File: src/flash_iap_pkg.sv
// constants, offsets, field layouts and states of the flash programming controller
package flash_iap_pkg;

   // ------------------------------------------------------------
   // register placement in the data memory
   // ------------------------------------------------------------
   localparam logic [1:0] REG_SECTOR = 2'h1;
   localparam logic [7:0] OFF_CONTROL_MAIN = 8'h40;
   localparam logic [7:0] OFF_CHIP_RESET = 8'h41;
   localparam logic [7:0] OFF_BUFFER_CLEAR = 8'h42;
   localparam logic [7:0] OFF_ADDRESS_LOW = 8'h43;
   localparam logic [7:0] OFF_ADDRESS_HIGH = 8'h44;
   localparam logic [7:0] OFF_DATA0_LOW = 8'h45;

   // ------------------------------------------------------------
   // field positions of the main control and buffer clear registers
   // ------------------------------------------------------------
   localparam int BIT_ERASE_WRITE_ENABLED = 7;
   localparam int BIT_MODE_LSB = 4;
   localparam int BIT_ENABLE_TRIGGER = 3;
   localparam int BIT_WRITE_START = 2;
   localparam int BIT_READ_ENABLE = 1;
   localparam int BIT_READ_START = 0;
   localparam int BIT_BUFFER_CLEAR = 0;

   // ------------------------------------------------------------
   // modes, reset values, counts and patterns
   // ------------------------------------------------------------
   localparam logic [2:0] MODE_WRITE = 3'h0;
   localparam logic [2:0] MODE_PAGE_ERASE = 3'h1;
   localparam logic [2:0] MODE_READ = 3'h3;
   localparam logic [2:0] MODE_ENABLE = 3'h6;
   localparam logic [7:0] RESET_BYTE = 8'h00;
   localparam logic [13:0] RESET_ADDRESS = 14'h0000;
   localparam logic [15:0] RESET_WORD = 16'h0000;
   localparam logic [7:0] CHIP_RESET_VALUE = 8'h55;
   localparam logic [5:0] PAGE_LAST_WORD = 6'h3F;
   localparam int PAGE_WORDS = 64;
   localparam logic [11:0] ENABLE_WINDOW_CYCLES = 12'h800;
   // unlock patterns: arbitrary values
   localparam logic [15:0] UNLOCK_PATTERN1 = 16'hA5C3;
   localparam logic [15:0] UNLOCK_PATTERN2 = 16'h3C5A;
   localparam logic [15:0] UNLOCK_PATTERN3 = 16'h96E1;

   // ------------------------------------------------------------
   // flash array commands and sequencer states
   // ------------------------------------------------------------
   localparam logic [1:0] CMD_ERASE = 2'h1;
   localparam logic [1:0] CMD_PROGRAM = 2'h2;
   localparam logic [1:0] CMD_READ = 2'h3;

   typedef enum logic [3:0] {
      ST_IDLE = 4'h1,
      ST_ERASE = 4'h2,
      ST_PROG = 4'h4,
      ST_READ = 4'h8
   } seq_state_e;

endpackage

File: src/page_write_buffer.sv
// page-sized word buffer held in flip-flops, with a one-cycle whole clear
`timescale 1ns/1ps
module page_write_buffer (
   input wire logic clk,
   input wire logic sys_rst,
   input wire logic clear,
   input wire logic wr_en,
   input wire logic [5:0] wr_idx,
   input wire logic [15:0] wr_data,
   input wire logic [5:0] rd_idx,
   output logic [15:0] rd_data
);

   logic [15:0] word_reg [0:flash_iap_pkg::PAGE_WORDS-1];

   // ------------------------------------------------------------
   // storage
   // ------------------------------------------------------------
   // clear wins over a load; the sequencer never asks for both at once
   always_ff @(posedge clk or posedge sys_rst) begin
      if (sys_rst) begin
         for (int i = 0; i < flash_iap_pkg::PAGE_WORDS; i++) begin
            word_reg[i] <= flash_iap_pkg::RESET_WORD;
         end
      end else if (clear) begin
         for (int i = 0; i < flash_iap_pkg::PAGE_WORDS; i++) begin
            word_reg[i] <= flash_iap_pkg::RESET_WORD;
         end
      end else if (wr_en) begin
         word_reg[wr_idx] <= wr_data;
      end
   end

   assign rd_data = word_reg[rd_idx];

endmodule // page_write_buffer

File: src/flash_iap_controller.sv
// in-application flash programming controller behind the core's data memory
`timescale 1ns/1ps
module flash_iap_controller (
   input wire logic clk,
   input wire logic sys_rst,
   input wire logic [9:0] mem_addr,
   input wire logic mem_ext_access,
   input wire logic mem_wr,
   input wire logic mem_rd,
   input wire logic [7:0] mem_wdata,
   output logic [7:0] mem_rdata,
   output logic cpu_hold,
   output logic chip_reset_req,
   output logic flash_req,
   output logic [1:0] flash_cmd,
   output logic [13:0] flash_addr,
   output logic [15:0] flash_wdata,
   input wire logic flash_ack,
   input wire logic [15:0] flash_rdata
);

   // ------------------------------------------------------------
   // register decode
   // ------------------------------------------------------------
   function automatic logic hit(input logic [9:0] a, input logic ext, input logic [7:0] off);
      hit = ext && (a[9:8] == flash_iap_pkg::REG_SECTOR) && (a[7:0] == off);
   endfunction

   function automatic logic [7:0] data_off(input int n, input logic high);
      data_off = flash_iap_pkg::OFF_DATA0_LOW + 8'(2 * n) + {7'h00, high};
   endfunction

   flash_iap_pkg::seq_state_e state_reg;
   logic ew_enabled_reg;
   logic [2:0] mode_reg;
   logic trigger_reg;
   logic write_start_reg;
   logic read_enable_reg;
   logic read_start_reg;
   logic buffer_clear_reg;
   logic [7:0] reset_pattern_reg;
   logic [13:0] addr_reg;
   logic [7:0] data_lo_reg [0:3];
   logic [7:0] data_hi_reg [0:3];
   logic [11:0] timer_reg;
   logic [5:0] word_idx_reg;
   logic [15:0] buf_word;
   logic wr_main;
   logic wr_high0;
   logic buf_load;
   logic buf_clear;
   logic write_done;
   logic read_done;
   logic prog_last;
   logic unlock_ok;
   logic timeout;

   assign wr_main = mem_wr && hit(mem_addr, mem_ext_access, flash_iap_pkg::OFF_CONTROL_MAIN);
   assign wr_high0 = mem_wr && hit(mem_addr, mem_ext_access, data_off(0, 1'b1));
   // loads are ignored while a process runs; the core is stalled then anyway
   assign buf_load = wr_high0 && ew_enabled_reg && (state_reg == flash_iap_pkg::ST_IDLE);
   assign prog_last = (state_reg == flash_iap_pkg::ST_PROG) && flash_ack
                      && (word_idx_reg == flash_iap_pkg::PAGE_LAST_WORD);
   assign buf_clear = buffer_clear_reg || prog_last;
   assign timeout = trigger_reg && (timer_reg == flash_iap_pkg::ENABLE_WINDOW_CYCLES);
   // compared as the last pattern word lands, so stale patterns never unlock
   assign unlock_ok = trigger_reg && (mode_reg == flash_iap_pkg::MODE_ENABLE)
      && mem_wr && hit(mem_addr, mem_ext_access, data_off(3, 1'b1))
      && ({data_hi_reg[1], data_lo_reg[1]} == flash_iap_pkg::UNLOCK_PATTERN1)
      && ({data_hi_reg[2], data_lo_reg[2]} == flash_iap_pkg::UNLOCK_PATTERN2)
      && ({mem_wdata, data_lo_reg[3]} == flash_iap_pkg::UNLOCK_PATTERN3);
   assign cpu_hold = write_start_reg || read_start_reg;

   page_write_buffer u_buffer (
      .clk(clk),
      .sys_rst(sys_rst),
      .clear(buf_clear),
      .wr_en(buf_load),
      .wr_idx(addr_reg[5:0]),
      .wr_data({mem_wdata, data_lo_reg[0]}),
      .rd_idx(word_idx_reg),
      .rd_data(buf_word)
   );

   // ------------------------------------------------------------
   // process sequencer
   // ------------------------------------------------------------
   always_comb begin
      write_done = 1'b0;
      read_done = 1'b0;
      unique case (state_reg)
         flash_iap_pkg::ST_IDLE: begin
            // a start with the wrong mode or without enable ends at once
            write_done = write_start_reg && !(ew_enabled_reg
                         && (mode_reg == flash_iap_pkg::MODE_WRITE
                         || mode_reg == flash_iap_pkg::MODE_PAGE_ERASE));
            read_done = !write_start_reg && read_start_reg
                        && !(read_enable_reg && mode_reg == flash_iap_pkg::MODE_READ);
         end
         flash_iap_pkg::ST_ERASE: write_done = flash_ack;
         flash_iap_pkg::ST_PROG: write_done = prog_last;
         flash_iap_pkg::ST_READ: read_done = flash_ack;
      endcase
   end

   always_ff @(posedge clk or posedge sys_rst) begin
      if (sys_rst) begin
         state_reg <= flash_iap_pkg::ST_IDLE;
         word_idx_reg <= 6'h00;
         flash_req <= 1'b0;
         flash_cmd <= 2'h0;
         flash_addr <= flash_iap_pkg::RESET_ADDRESS;
         flash_wdata <= flash_iap_pkg::RESET_WORD;
      end else begin
         unique case (state_reg)
            flash_iap_pkg::ST_IDLE: begin
               word_idx_reg <= 6'h00;
               if (write_start_reg && !write_done) begin
                  flash_req <= 1'b1;
                  if (mode_reg == flash_iap_pkg::MODE_PAGE_ERASE) begin
                     state_reg <= flash_iap_pkg::ST_ERASE;
                     flash_cmd <= flash_iap_pkg::CMD_ERASE;
                     flash_addr <= {addr_reg[13:6], 6'h00};
                  end else begin
                     state_reg <= flash_iap_pkg::ST_PROG;
                     flash_cmd <= flash_iap_pkg::CMD_PROGRAM;
                     flash_addr <= {addr_reg[13:6], 6'h00};
                     flash_wdata <= buf_word;
                  end
               end else if (!write_start_reg && read_start_reg && !read_done) begin
                  state_reg <= flash_iap_pkg::ST_READ;
                  flash_req <= 1'b1;
                  flash_cmd <= flash_iap_pkg::CMD_READ;
                  flash_addr <= addr_reg;
               end
            end
            flash_iap_pkg::ST_ERASE, flash_iap_pkg::ST_READ: begin
               if (flash_ack) begin
                  flash_req <= 1'b0;
                  state_reg <= flash_iap_pkg::ST_IDLE;
               end
            end
            flash_iap_pkg::ST_PROG: begin
               // one request per word, all 64 words of the page in turn
               if (flash_ack) begin
                  flash_req <= 1'b0;
                  if (prog_last) begin
                     state_reg <= flash_iap_pkg::ST_IDLE;
                  end else begin
                     word_idx_reg <= word_idx_reg + 6'h01;
                  end
               end else if (!flash_req) begin
                  flash_req <= 1'b1;
                  flash_addr <= {addr_reg[13:6], word_idx_reg};
                  flash_wdata <= buf_word;
               end
            end
         endcase
      end
   end

   // ------------------------------------------------------------
   // main control register
   // ------------------------------------------------------------
   // in every bit that hardware clears, a software set in the same cycle wins
   always_ff @(posedge clk or posedge sys_rst) begin
      if (sys_rst) begin
         ew_enabled_reg <= 1'b0;
         mode_reg <= 3'h0;
         trigger_reg <= 1'b0;
         write_start_reg <= 1'b0;
         read_enable_reg <= 1'b0;
         read_start_reg <= 1'b0;
      end else begin
         if (unlock_ok) begin
            ew_enabled_reg <= 1'b1;
         end else if (wr_main && !mem_wdata[flash_iap_pkg::BIT_ERASE_WRITE_ENABLED]) begin
            ew_enabled_reg <= 1'b0;
         end
         if (wr_main) begin
            mode_reg <= mem_wdata[flash_iap_pkg::BIT_MODE_LSB +: 3];
            read_enable_reg <= mem_wdata[flash_iap_pkg::BIT_READ_ENABLE];
         end
         if (wr_main) begin
            trigger_reg <= mem_wdata[flash_iap_pkg::BIT_ENABLE_TRIGGER];
         end else if (timeout) begin
            trigger_reg <= 1'b0;
         end
         if (wr_main && mem_wdata[flash_iap_pkg::BIT_WRITE_START]) begin
            write_start_reg <= 1'b1;
         end else if (write_done) begin
            write_start_reg <= 1'b0;
         end
         if (wr_main && mem_wdata[flash_iap_pkg::BIT_READ_START]) begin
            read_start_reg <= 1'b1;
         end else if (read_done) begin
            read_start_reg <= 1'b0;
         end
      end
   end

   // enable-procedure window timer, restarted by every trigger write
   always_ff @(posedge clk or posedge sys_rst) begin
      if (sys_rst) begin
         timer_reg <= 12'h000;
      end else if (!trigger_reg || wr_main) begin
         timer_reg <= 12'h000;
      end else begin
         timer_reg <= timer_reg + 12'h001;
      end
   end

   // ------------------------------------------------------------
   // buffer clear, chip reset pattern, address and data registers
   // ------------------------------------------------------------
   always_ff @(posedge clk or posedge sys_rst) begin
      if (sys_rst) begin
         buffer_clear_reg <= 1'b0;
         reset_pattern_reg <= flash_iap_pkg::RESET_BYTE;
         chip_reset_req <= 1'b0;
      end else begin
         chip_reset_req <= 1'b0;
         if (mem_wr && hit(mem_addr, mem_ext_access, flash_iap_pkg::OFF_BUFFER_CLEAR)) begin
            buffer_clear_reg <= mem_wdata[flash_iap_pkg::BIT_BUFFER_CLEAR];
         end else if (buffer_clear_reg) begin
            buffer_clear_reg <= 1'b0;
         end
         if (mem_wr && hit(mem_addr, mem_ext_access, flash_iap_pkg::OFF_CHIP_RESET)) begin
            reset_pattern_reg <= mem_wdata;
            chip_reset_req <= (mem_wdata == flash_iap_pkg::CHIP_RESET_VALUE);
         end
      end
   end

   always_ff @(posedge clk or posedge sys_rst) begin
      if (sys_rst) begin
         addr_reg <= flash_iap_pkg::RESET_ADDRESS;
      end else if (buf_load) begin
         if (addr_reg[5:0] != flash_iap_pkg::PAGE_LAST_WORD) begin
            addr_reg <= addr_reg + 14'h0001;
         end
      end else if (mem_wr && hit(mem_addr, mem_ext_access, flash_iap_pkg::OFF_ADDRESS_LOW)) begin
         addr_reg[7:0] <= mem_wdata;
      end else if (mem_wr && hit(mem_addr, mem_ext_access, flash_iap_pkg::OFF_ADDRESS_HIGH)) begin
         addr_reg[13:8] <= mem_wdata[5:0];
      end
   end

   always_ff @(posedge clk or posedge sys_rst) begin
      if (sys_rst) begin
         for (int n = 0; n < 4; n++) begin
            data_lo_reg[n] <= flash_iap_pkg::RESET_BYTE;
            data_hi_reg[n] <= flash_iap_pkg::RESET_BYTE;
         end
      end else begin
         for (int n = 0; n < 4; n++) begin
            if (mem_wr && hit(mem_addr, mem_ext_access, data_off(n, 1'b0))) begin
               data_lo_reg[n] <= mem_wdata;
            end
            if (mem_wr && hit(mem_addr, mem_ext_access, data_off(n, 1'b1))) begin
               data_hi_reg[n] <= mem_wdata;
            end
         end
         if (state_reg == flash_iap_pkg::ST_READ && flash_ack) begin
            data_lo_reg[0] <= flash_rdata[7:0];
            data_hi_reg[0] <= flash_rdata[15:8];
         end
      end
   end

   // ------------------------------------------------------------
   // read-back path, one cycle after the read strobe
   // ------------------------------------------------------------
   always_ff @(posedge clk or posedge sys_rst) begin
      if (sys_rst) begin
         mem_rdata <= flash_iap_pkg::RESET_BYTE;
      end else if (mem_rd) begin
         mem_rdata <= flash_iap_pkg::RESET_BYTE;
         if (hit(mem_addr, mem_ext_access, flash_iap_pkg::OFF_CONTROL_MAIN)) begin
            mem_rdata <= {ew_enabled_reg, mode_reg, trigger_reg, write_start_reg,
                          read_enable_reg, read_start_reg};
         end
         if (hit(mem_addr, mem_ext_access, flash_iap_pkg::OFF_CHIP_RESET)) begin
            mem_rdata <= reset_pattern_reg;
         end
         if (hit(mem_addr, mem_ext_access, flash_iap_pkg::OFF_BUFFER_CLEAR)) begin
            mem_rdata <= {7'h00, buffer_clear_reg};
         end
         if (hit(mem_addr, mem_ext_access, flash_iap_pkg::OFF_ADDRESS_LOW)) begin
            mem_rdata <= addr_reg[7:0];
         end
         if (hit(mem_addr, mem_ext_access, flash_iap_pkg::OFF_ADDRESS_HIGH)) begin
            mem_rdata <= {2'h0, addr_reg[13:8]};
         end
         for (int n = 0; n < 4; n++) begin
            if (hit(mem_addr, mem_ext_access, data_off(n, 1'b0))) begin
               mem_rdata <= data_lo_reg[n];
            end
            if (hit(mem_addr, mem_ext_access, data_off(n, 1'b1))) begin
               mem_rdata <= data_hi_reg[n];
            end
         end
      end
   end

   // ------------------------------------------------------------
   // assertions
   // ------------------------------------------------------------
   property p_addr_inc;
      @(posedge clk) disable iff (sys_rst)
      buf_load && (addr_reg[5:0] != 6'h3F) |=> addr_reg == $past(addr_reg) + 14'h0001;
   endproperty
   a_addr_inc: assert property (p_addr_inc) else $error("address did not step");

   property p_addr_stop;
      @(posedge clk) disable iff (sys_rst)
      buf_load && (addr_reg[5:0] == 6'h3F) |=> $stable(addr_reg);
   endproperty
   a_addr_stop: assert property (p_addr_stop) else $error("address left the page");

   property p_no_load;
      @(posedge clk) disable iff (sys_rst)
      wr_high0 && !ew_enabled_reg |=> $stable(addr_reg);
   endproperty
   a_no_load: assert property (p_no_load) else $error("load while disabled");

   property p_fwt_fall;
      @(posedge clk) disable iff (sys_rst)
      $fell(write_start_reg) |-> $past(write_done) && $past(cpu_hold);
   endproperty
   a_fwt_fall: assert property (p_fwt_fall) else $error("write start dropped early");

   property p_read_gate;
      @(posedge clk) disable iff (sys_rst)
      read_start_reg && !write_start_reg && !read_enable_reg
      && state_reg == flash_iap_pkg::ST_IDLE
      |=> !read_start_reg && state_reg == flash_iap_pkg::ST_IDLE;
   endproperty
   a_read_gate: assert property (p_read_gate) else $error("read without enable");

   property p_buffer_clear;
      @(posedge clk) disable iff (sys_rst)
      buffer_clear_reg && !mem_wr |=> !buffer_clear_reg;
   endproperty
   a_buffer_clear: assert property (p_buffer_clear) else $error("buffer clear bit stuck");

   property p_erase_addr;
      @(posedge clk) disable iff (sys_rst)
      state_reg == flash_iap_pkg::ST_ERASE |-> flash_addr[5:0] == 6'h00
      && flash_addr[13:6] == addr_reg[13:6] && flash_cmd == 2'h1;
   endproperty
   a_erase_addr: assert property (p_erase_addr) else $error("bad erase page");

   property p_read_load;
      @(posedge clk) disable iff (sys_rst)
      state_reg == flash_iap_pkg::ST_READ && flash_ack
      |=> {data_hi_reg[0], data_lo_reg[0]} == $past(flash_rdata) && !read_start_reg;
   endproperty
   a_read_load: assert property (p_read_load) else $error("read word not loaded");

   property p_prog_clear;
      @(posedge clk) disable iff (sys_rst)
      prog_last |-> buf_clear ##1 (state_reg == flash_iap_pkg::ST_IDLE) && !write_start_reg;
   endproperty
   a_prog_clear: assert property (p_prog_clear) else $error("buffer kept after write");

   property p_high_zero;
      @(posedge clk) disable iff (sys_rst)
      mem_rd && hit(mem_addr, mem_ext_access, flash_iap_pkg::OFF_ADDRESS_HIGH)
      |=> mem_rdata[7:6] == 2'h0;
   endproperty
   a_high_zero: assert property (p_high_zero) else $error("high address top bits set");

   c_erase: cover property (@(posedge clk) disable iff (sys_rst)
      state_reg == flash_iap_pkg::ST_ERASE && flash_ack);
   c_program: cover property (@(posedge clk) disable iff (sys_rst) prog_last);
   c_read: cover property (@(posedge clk) disable iff (sys_rst)
      state_reg == flash_iap_pkg::ST_READ && flash_ack);
   c_unlock: cover property (@(posedge clk) disable iff (sys_rst) unlock_ok);

endmodule // flash_iap_controller

File: config.mk
export PLATFORM = sky130hd
export DESIGN_NAME = flash_iap_controller
export DESIGN_NICKNAME = d
export VERILOG_FILES = /design/src/flash_iap_pkg.sv /design/src/page_write_buffer.sv /design/src/flash_iap_controller.sv
export SDC_FILE = /design/constraint.sdc
export NUM_CORES = 2
export LEC_CHECK = 0
export BUFFER_PORTS_ARGS = -buffer_cell sky130_fd_sc_hd__buf_2
export CAP_MARGIN = 20
export CORE_MARGIN = 2
export CORE_UTILIZATION = 62
export CTS_CLUSTER_SIZE = 8
export DETAILED_ROUTE_END_ITERATION = 8
export GPL_TIMING_DRIVEN = 0
export PLACE_DENSITY = 0.77
export SLEW_MARGIN = 20
export SYNTH_ARGS = -nofsm -noshare
export SYNTH_HDL_FRONTEND = slang
export SYNTH_HIERARCHICAL = 1
export SYNTH_SLANG_ARGS = --single-unit
File: constraint.sdc
create_clock -name clk -period 64.1 [get_ports clk]
set_input_delay 3.205 -clock clk [delete_from_list [all_inputs] [get_ports clk]]
set_output_delay 3.205 -clock clk [all_outputs]
set_load 0.01 [all_outputs]
Word-level counts from Yosys, hierarchy flattened:

Cells that the tools add are included.

* $lt $le $gt $ge: 3
* reductions and logical operators: 82
* bitwise operators: 2
* multiplexer cells: 71
* $add $sub $neg: 3
* eq/ne operators: 39

Operator list (number)
* 1024-bit 2-to-1 mux: 2
* 1024-bit bitwise mux: 1
* 8-bit 2-to-1 mux: 18
* 8-bit by 7-bit == test with 1-bit output (second input constant): 14
* 16-bit 2-to-1 mux: 7
* 16-bit binary-select mux with 6-bit select: 1
* 16-bit demux with 6-bit select: 1
* 14-bit 2-to-1 mux: 6
* 1-bit logical AND: 50
* 16-bit == test (second input constant): 2
* 16-bit case mux with 2 select lines: 1
* 14-bit case mux with 2 select lines: 1
* 6-bit 2-to-1 mux: 4
* 2-bit nonzero test: 11
* 4-bit 2-to-1 mux: 5
* 16-bit by 14-bit == test with 1-bit output (second input constant): 1
* 2-bit != test (second input constant): 8
* 14-bit by 1-bit adder with 14-bit output (second input constant): 1
* 7-bit >= comparator (second input constant): 2
* 1-bit 2-to-1 mux: 14
* 6-bit NOT with 7-bit output: 2
* 12-bit by 1-bit adder with 12-bit output (second input constant): 1
* 12-bit == test (second input constant): 1
* 12-bit 2-to-1 mux: 1
* other kinds (28): 45

* bits in registers: 1183
* input port bits: 40
* word-level logic and storage cells: 291

Depth between registers and ports, before layout:

* depth after elaboration: 16
* gate-level depth with buffers: 11
* depth with buffers taken out: 8

By module:

Netlist, hierarchy kept.

Modules (own cells, without submodules)
* page_write_buffer: area an instance 49251.0 um^2, cells an instance 5116, instances 1
* flash_iap_controller: area an instance 8363.0 um^2, cells an instance 793, instances 1

Worst setup path after synthesis:

No wires, ideal clock.

* path type: input-to-reg
* start: input port mem_addr[5]
* end: register u_buffer/word_reg[0] in the netlist's numbering
* cell stages on the path: 10
* setup slack: 58.619 ns
* data required time: 64.022 ns
* arrival: 5.403 ns
* buffers on the path: 2
* cells stage by stage: nor4b_4 -> nand3_1 -> clkbuf_1 -> nor2_1 -> and2_1 -> nand3_1 -> nor2_1 -> clkbuf_1 -> nand2_1 -> a21oi_1

* longest elaborated chain between the ends: 6

RTL lines
* from (decl): RTL line flash_iap_controller.sv:6 `input wire logic [9:0] mem_addr,`
* 8-bit by 7-bit == test with 1-bit output: RTL line flash_iap_controller.sv:26 `hit = ext && (a[9:8] == flash_iap_pkg::REG_SECTOR) && (a[7:0] == off);`
* 1-bit logical AND: RTL line flash_iap_controller.sv:26
* 1-bit logical AND: RTL line flash_iap_controller.sv:59 `assign wr_high0 = mem_wr && hit(mem_addr, mem_ext_access, data_off(0, 1'b1));`
* 1-bit logical AND (2 in series): RTL line flash_iap_controller.sv:61 `assign buf_load = wr_high0 && ew_enabled_reg && (state_reg == flash_iap_pkg::ST_IDLE);`
* named net buf_load: RTL line flash_iap_controller.sv:50 `logic buf_load;`
* 2-bit nonzero test (no source line)
* to (signal, indexed assignment): RTL line page_write_buffer.sv:23 `word_reg[i] <= flash_iap_pkg::RESET_WORD;`
* to (signal, indexed assignment): RTL line page_write_buffer.sv:27 `word_reg[i] <= flash_iap_pkg::RESET_WORD;`
* to (signal, indexed assignment): RTL line page_write_buffer.sv:30 `word_reg[wr_idx] <= wr_data;`
* to (decl): RTL line page_write_buffer.sv:14 `logic [15:0] word_reg [0:flash_iap_pkg::PAGE_WORDS-1];`

The timed path passes the listed nets, and every way through them passes these cells.
A chain may end at the register's enable or synchronous reset.

Worst setup path in the final report:

* start: input port flash_ack
* end: register u_buffer/word_reg[509] in the netlist's numbering

* longest elaborated chain between the ends: 4
* elaborated cells on any way between the ends: 5

RTL lines
* from (decl): RTL line flash_iap_controller.sv:18 `input wire logic flash_ack,`
* 1-bit logical AND (*): RTL line flash_iap_controller.sv:62 `assign prog_last = (state_reg == flash_iap_pkg::ST_PROG) && flash_ack`
* 1-bit logical AND (*): RTL line flash_iap_controller.sv:63 `&& (word_idx_reg == flash_iap_pkg::PAGE_LAST_WORD);`
* 1-bit logical OR (*): RTL line flash_iap_controller.sv:64 `assign buf_clear = buffer_clear_reg || prog_last;`
* named net buf_clear: RTL line flash_iap_controller.sv:51 `logic buf_clear;`
* 1024-bit 2-to-1 mux / 2-bit nonzero test (equally long branches)

Mark *: on every way through the listed nets, which the timed path passes. The rest lies on a longest branch.

==> reports/metrics.cfg <==
[layout]
drive_above_1_share = 0.138
nFillCells = 6955
utilization = 0.702
nets = 6222
largest_reg_flops = 1024
syn2layout_area_growth_pct = 12.1
fin_area_mm2 = 0.0646

[yosys]
syn_avg_cell_area_um2 = 9.75
yosys.area_share.simple = 0.175
synth_flop_cell = dfrtp_1
synth-warning-count = 6
synthAdderAreaFrac = 0.000869
synth_top_area_frac = 0.513
synth_area_mm2 = 0.0576
yosys.cell_types.count = 91
yosysSeqAreaShare = 0.514
synth_top_area_cell = dfrtp_1
synthArstFlopShare = 1.00
synth_top_family_by_area = simple AND/OR/NAND/NOR gates
synth_seq_cells = 1183
synthCells = 5909
syn_nets = 5953
synth_xor_xnor_area_share = 0.00213
synth_compound_area_frac = 0.109
synthMuxAreaShare = 0.160
synth_edf_count = 0
ys_top_cells_by_area = dfrtp_1 (51%), nand2_1 (12%), mux4_2 (9.5%)

[global_route]
antenna_found_initial = 14
grt_usage = 0.470
grt_pass1_vias = 49654
grt_pass1_wl_um = 325000
grt_max_degree = 108
gr-total-overflow = 0

[clock_network]
ctsHoldBuffers = 0
cts_buffers = 166
clockBufferDepth = 3
path_clk_slew_ps = 50
root_buffer = clkbuf_16
cts-htree-levels = 4
cts_tree = done
clk_latency_ps = 780
postCtsResizedCells = 0
cts_setup_buffers = 0
cts_num_sinks = 1183

[outcome]
outcome = completed

[power_and_ir_drop]
powerDensity_mw_per_mm2 = 28.8
peakVddDrop_uv = 26.8
p_leak_nw = 27.6

[setup_path]
end_kind = flip-flop
required_ps = 64690
critPathArrivalTime_ps = 8010
path_cells = buf_2 -> inv_1 -> nor4_4 -> or2_2 -> clkbuf_1 -> clkbuf_1 -> clkbuf_1 -> clkbuf_1 -> a21oi_1
crit_type = input pin to flip-flop
cp_slowest_cell = clkbuf_1
path_max_fanout = 10
slowest_delay_ps = 970
start_kind = input pin
crit_top_cell = clkbuf_1

[placed_design]
gp_congestion = 1.09
dp_slack_ps = 56460
dpl-instance-area_mm2 = 0.0601
numPortBuffers = 81
hpwl_um = 153000

[timing]
timing.hold.ws_ps = 496
drv_slew = 0
relSlewSlack = 0.172
setup-tns-final_ps = 0
min_period_ps = 7420
hold_viol_final = 0
finalSetupViolations = 0
worstMarginPinSlew_ps = 1240
setup_slack_ps = 56680
finalClockSkew_ps = 29.2
min_period_over_period = 0.116
rsz0062_at_grt = false
fmax_ghz = 0.135

[die]
io_pins = 83
core-area_mm2 = 0.0919
row_count = 111
die_w_um = 309
start_util = 0.627
dieArea_mm2 = 0.0954
die_h_um = 309

[min_path]
hold_class = flip-flop to flip-flop

[drt]
wl_um = 221000
ant_nets = 0
via_count = 51341
first_pass_iters = 9
vias_per_cell = 6.88
drt_iter0_markers = 8113
wl_per_cell_um = 29.7
drc = 0

[job]
drv_cap = 0

[metal layers]
layer,wire length [µm],vias up,share of wire,GRT usage
li1,-,20816,-,-
met1,74800,25207,0.34,0.585
met2,91900,4177,0.42,0.654
met3,34000,1121,0.15,0.205
met4,20300,20,0.092,0.336
met5,245,-,0.0011,0.0111
[synthesized netlist by cell type (12+ instances only)]
cell	count
nand2_1	1811
o21ai_0	55
a21oi_1	912
mux2i_1	236
and3_1	16
a221oi_1	20
dfrtp_1	1182
o22ai_1	28
mux2_2	105
buf_2	86
buf_4	34
a211oi_1	19
nand3_1	151
nor3_1	19
inv_1	12
nor2_1	273
nand4_1	23
a211o_1	12
mux4_2	244
buf_1	32
a22oi_1	47
nor2b_1	20
clkbuf_1	349
nand2b_1	15
nor2_2	17
[cell families (layout without fill, tap and decap cells)]
group	Yosys count	in the layout
other	0	12
multiplexers	595	595
AND/OR/NAND/NOR	2440	2440
adder cells (fa/ha/maj)	4	4
AO/OA/AOI/OAI	1151	1151
buffers and inverters	522	816
XOR/XNOR	14	14
flip-flops	1183	1183
[through the flow]
| step | power [mW] | instances |
|---|---|---|
| 2_1_floorplan | 0.940 | 5909 |
| 3_3_place_gp | 1.06 | 7233 |
| 3_5_place_dp | 1.07 | 7252 |
| 4_1_cts | 1.84 | 7445 |
| 5_1_grt | 1.90 | 7448 |
| 6_report | 1.86 | 7458 |
[worst max-delay path: cells and delay by family]
family | cells | cell delay, ps
compound gates | 1 | 100
buf+inv | 6 | 3930
simple gates | 2 | 730
[path summary, 6_finish.rpt]
path | start | endpoint | slack [ps] | depth (start not counted)
setup / recovery | flash_ack | u_buffer/word_reg[509] | 56680 | 9
max in group asynchronous | sys_rst | u_buffer/word_reg[720] | 59400 | 6
hold reg to reg | flash_cmd[1] | flash_cmd[1] | 500 | 1
setup reg to reg | word_idx_reg[5] | u_buffer/word_reg[509] | 58340 | 8
min in group asynchronous | sys_rst | u_buffer/word_reg[499] | 2450 | 2
hold / removal | flash_cmd[1] | flash_cmd[1] | 500 | 1
[power breakdown]
part | switching (mW) | leakage [nW] | total, mW | internal, mW
Sequential | 0.0133 | 16.4 | 0.774 | 0.760
Clock | 0.323 | 2.17 | 0.785 | 0.462
Combinational | 0.223 | 9.02 | 0.299 | 0.0764
Total | 0.559 | 27.6 | 1.86 | 1.30
[cell type report]
cell class              count  area (µm²)  share of cell area
diodes                     12        30.0            0.000465
clock buffers             178        4230              0.0655
well taps                1243        1560              0.0241
multi-input cells        4204       25800               0.399
flip-flops and latches   1183       29600               0.458
clock inverters            15         230             0.00356
inverters                  13        63.8            0.000988
repair buffers            101         851              0.0132
plain buffers             509        2230              0.0346
[layout by cell type (no fill, tap or decap), types with 9 or more instances in the layout]
| cell | count |
|---|---|
| a211o_1 | 12 |
| a211oi_1 | 19 |
| a21oi_1 | 912 |
| a221oi_1 | 20 |
| a22oi_1 | 47 |
| and3_1 | 16 |
| buf_1 | 30 |
| buf_16 | 13 |
| buf_2 | 169 |
| buf_4 | 35 |
| buf_6 | 12 |
| clkbuf_1 | 340 |
| clkbuf_16 | 167 |
| clkbuf_2 | 19 |
| clkinv_8 | 9 |
| dfrtp_1 | 1182 |
| diode_2 | 12 |
| inv_1 | 10 |
| mux2_2 | 105 |
| mux2_4 | 10 |
| mux2i_1 | 236 |
| mux4_2 | 244 |
| nand2_1 | 1811 |
| nand2b_1 | 15 |
| nand3_1 | 151 |
| nand4_1 | 23 |
| nor2_1 | 267 |
| nor2_2 | 23 |
| nor2b_1 | 20 |
| nor3_1 | 16 |
| o21ai_0 | 55 |
| o22ai_1 | 28 |
| or3_1 | 9 |
No activity file was read; power rests on OpenSTA's default activity.
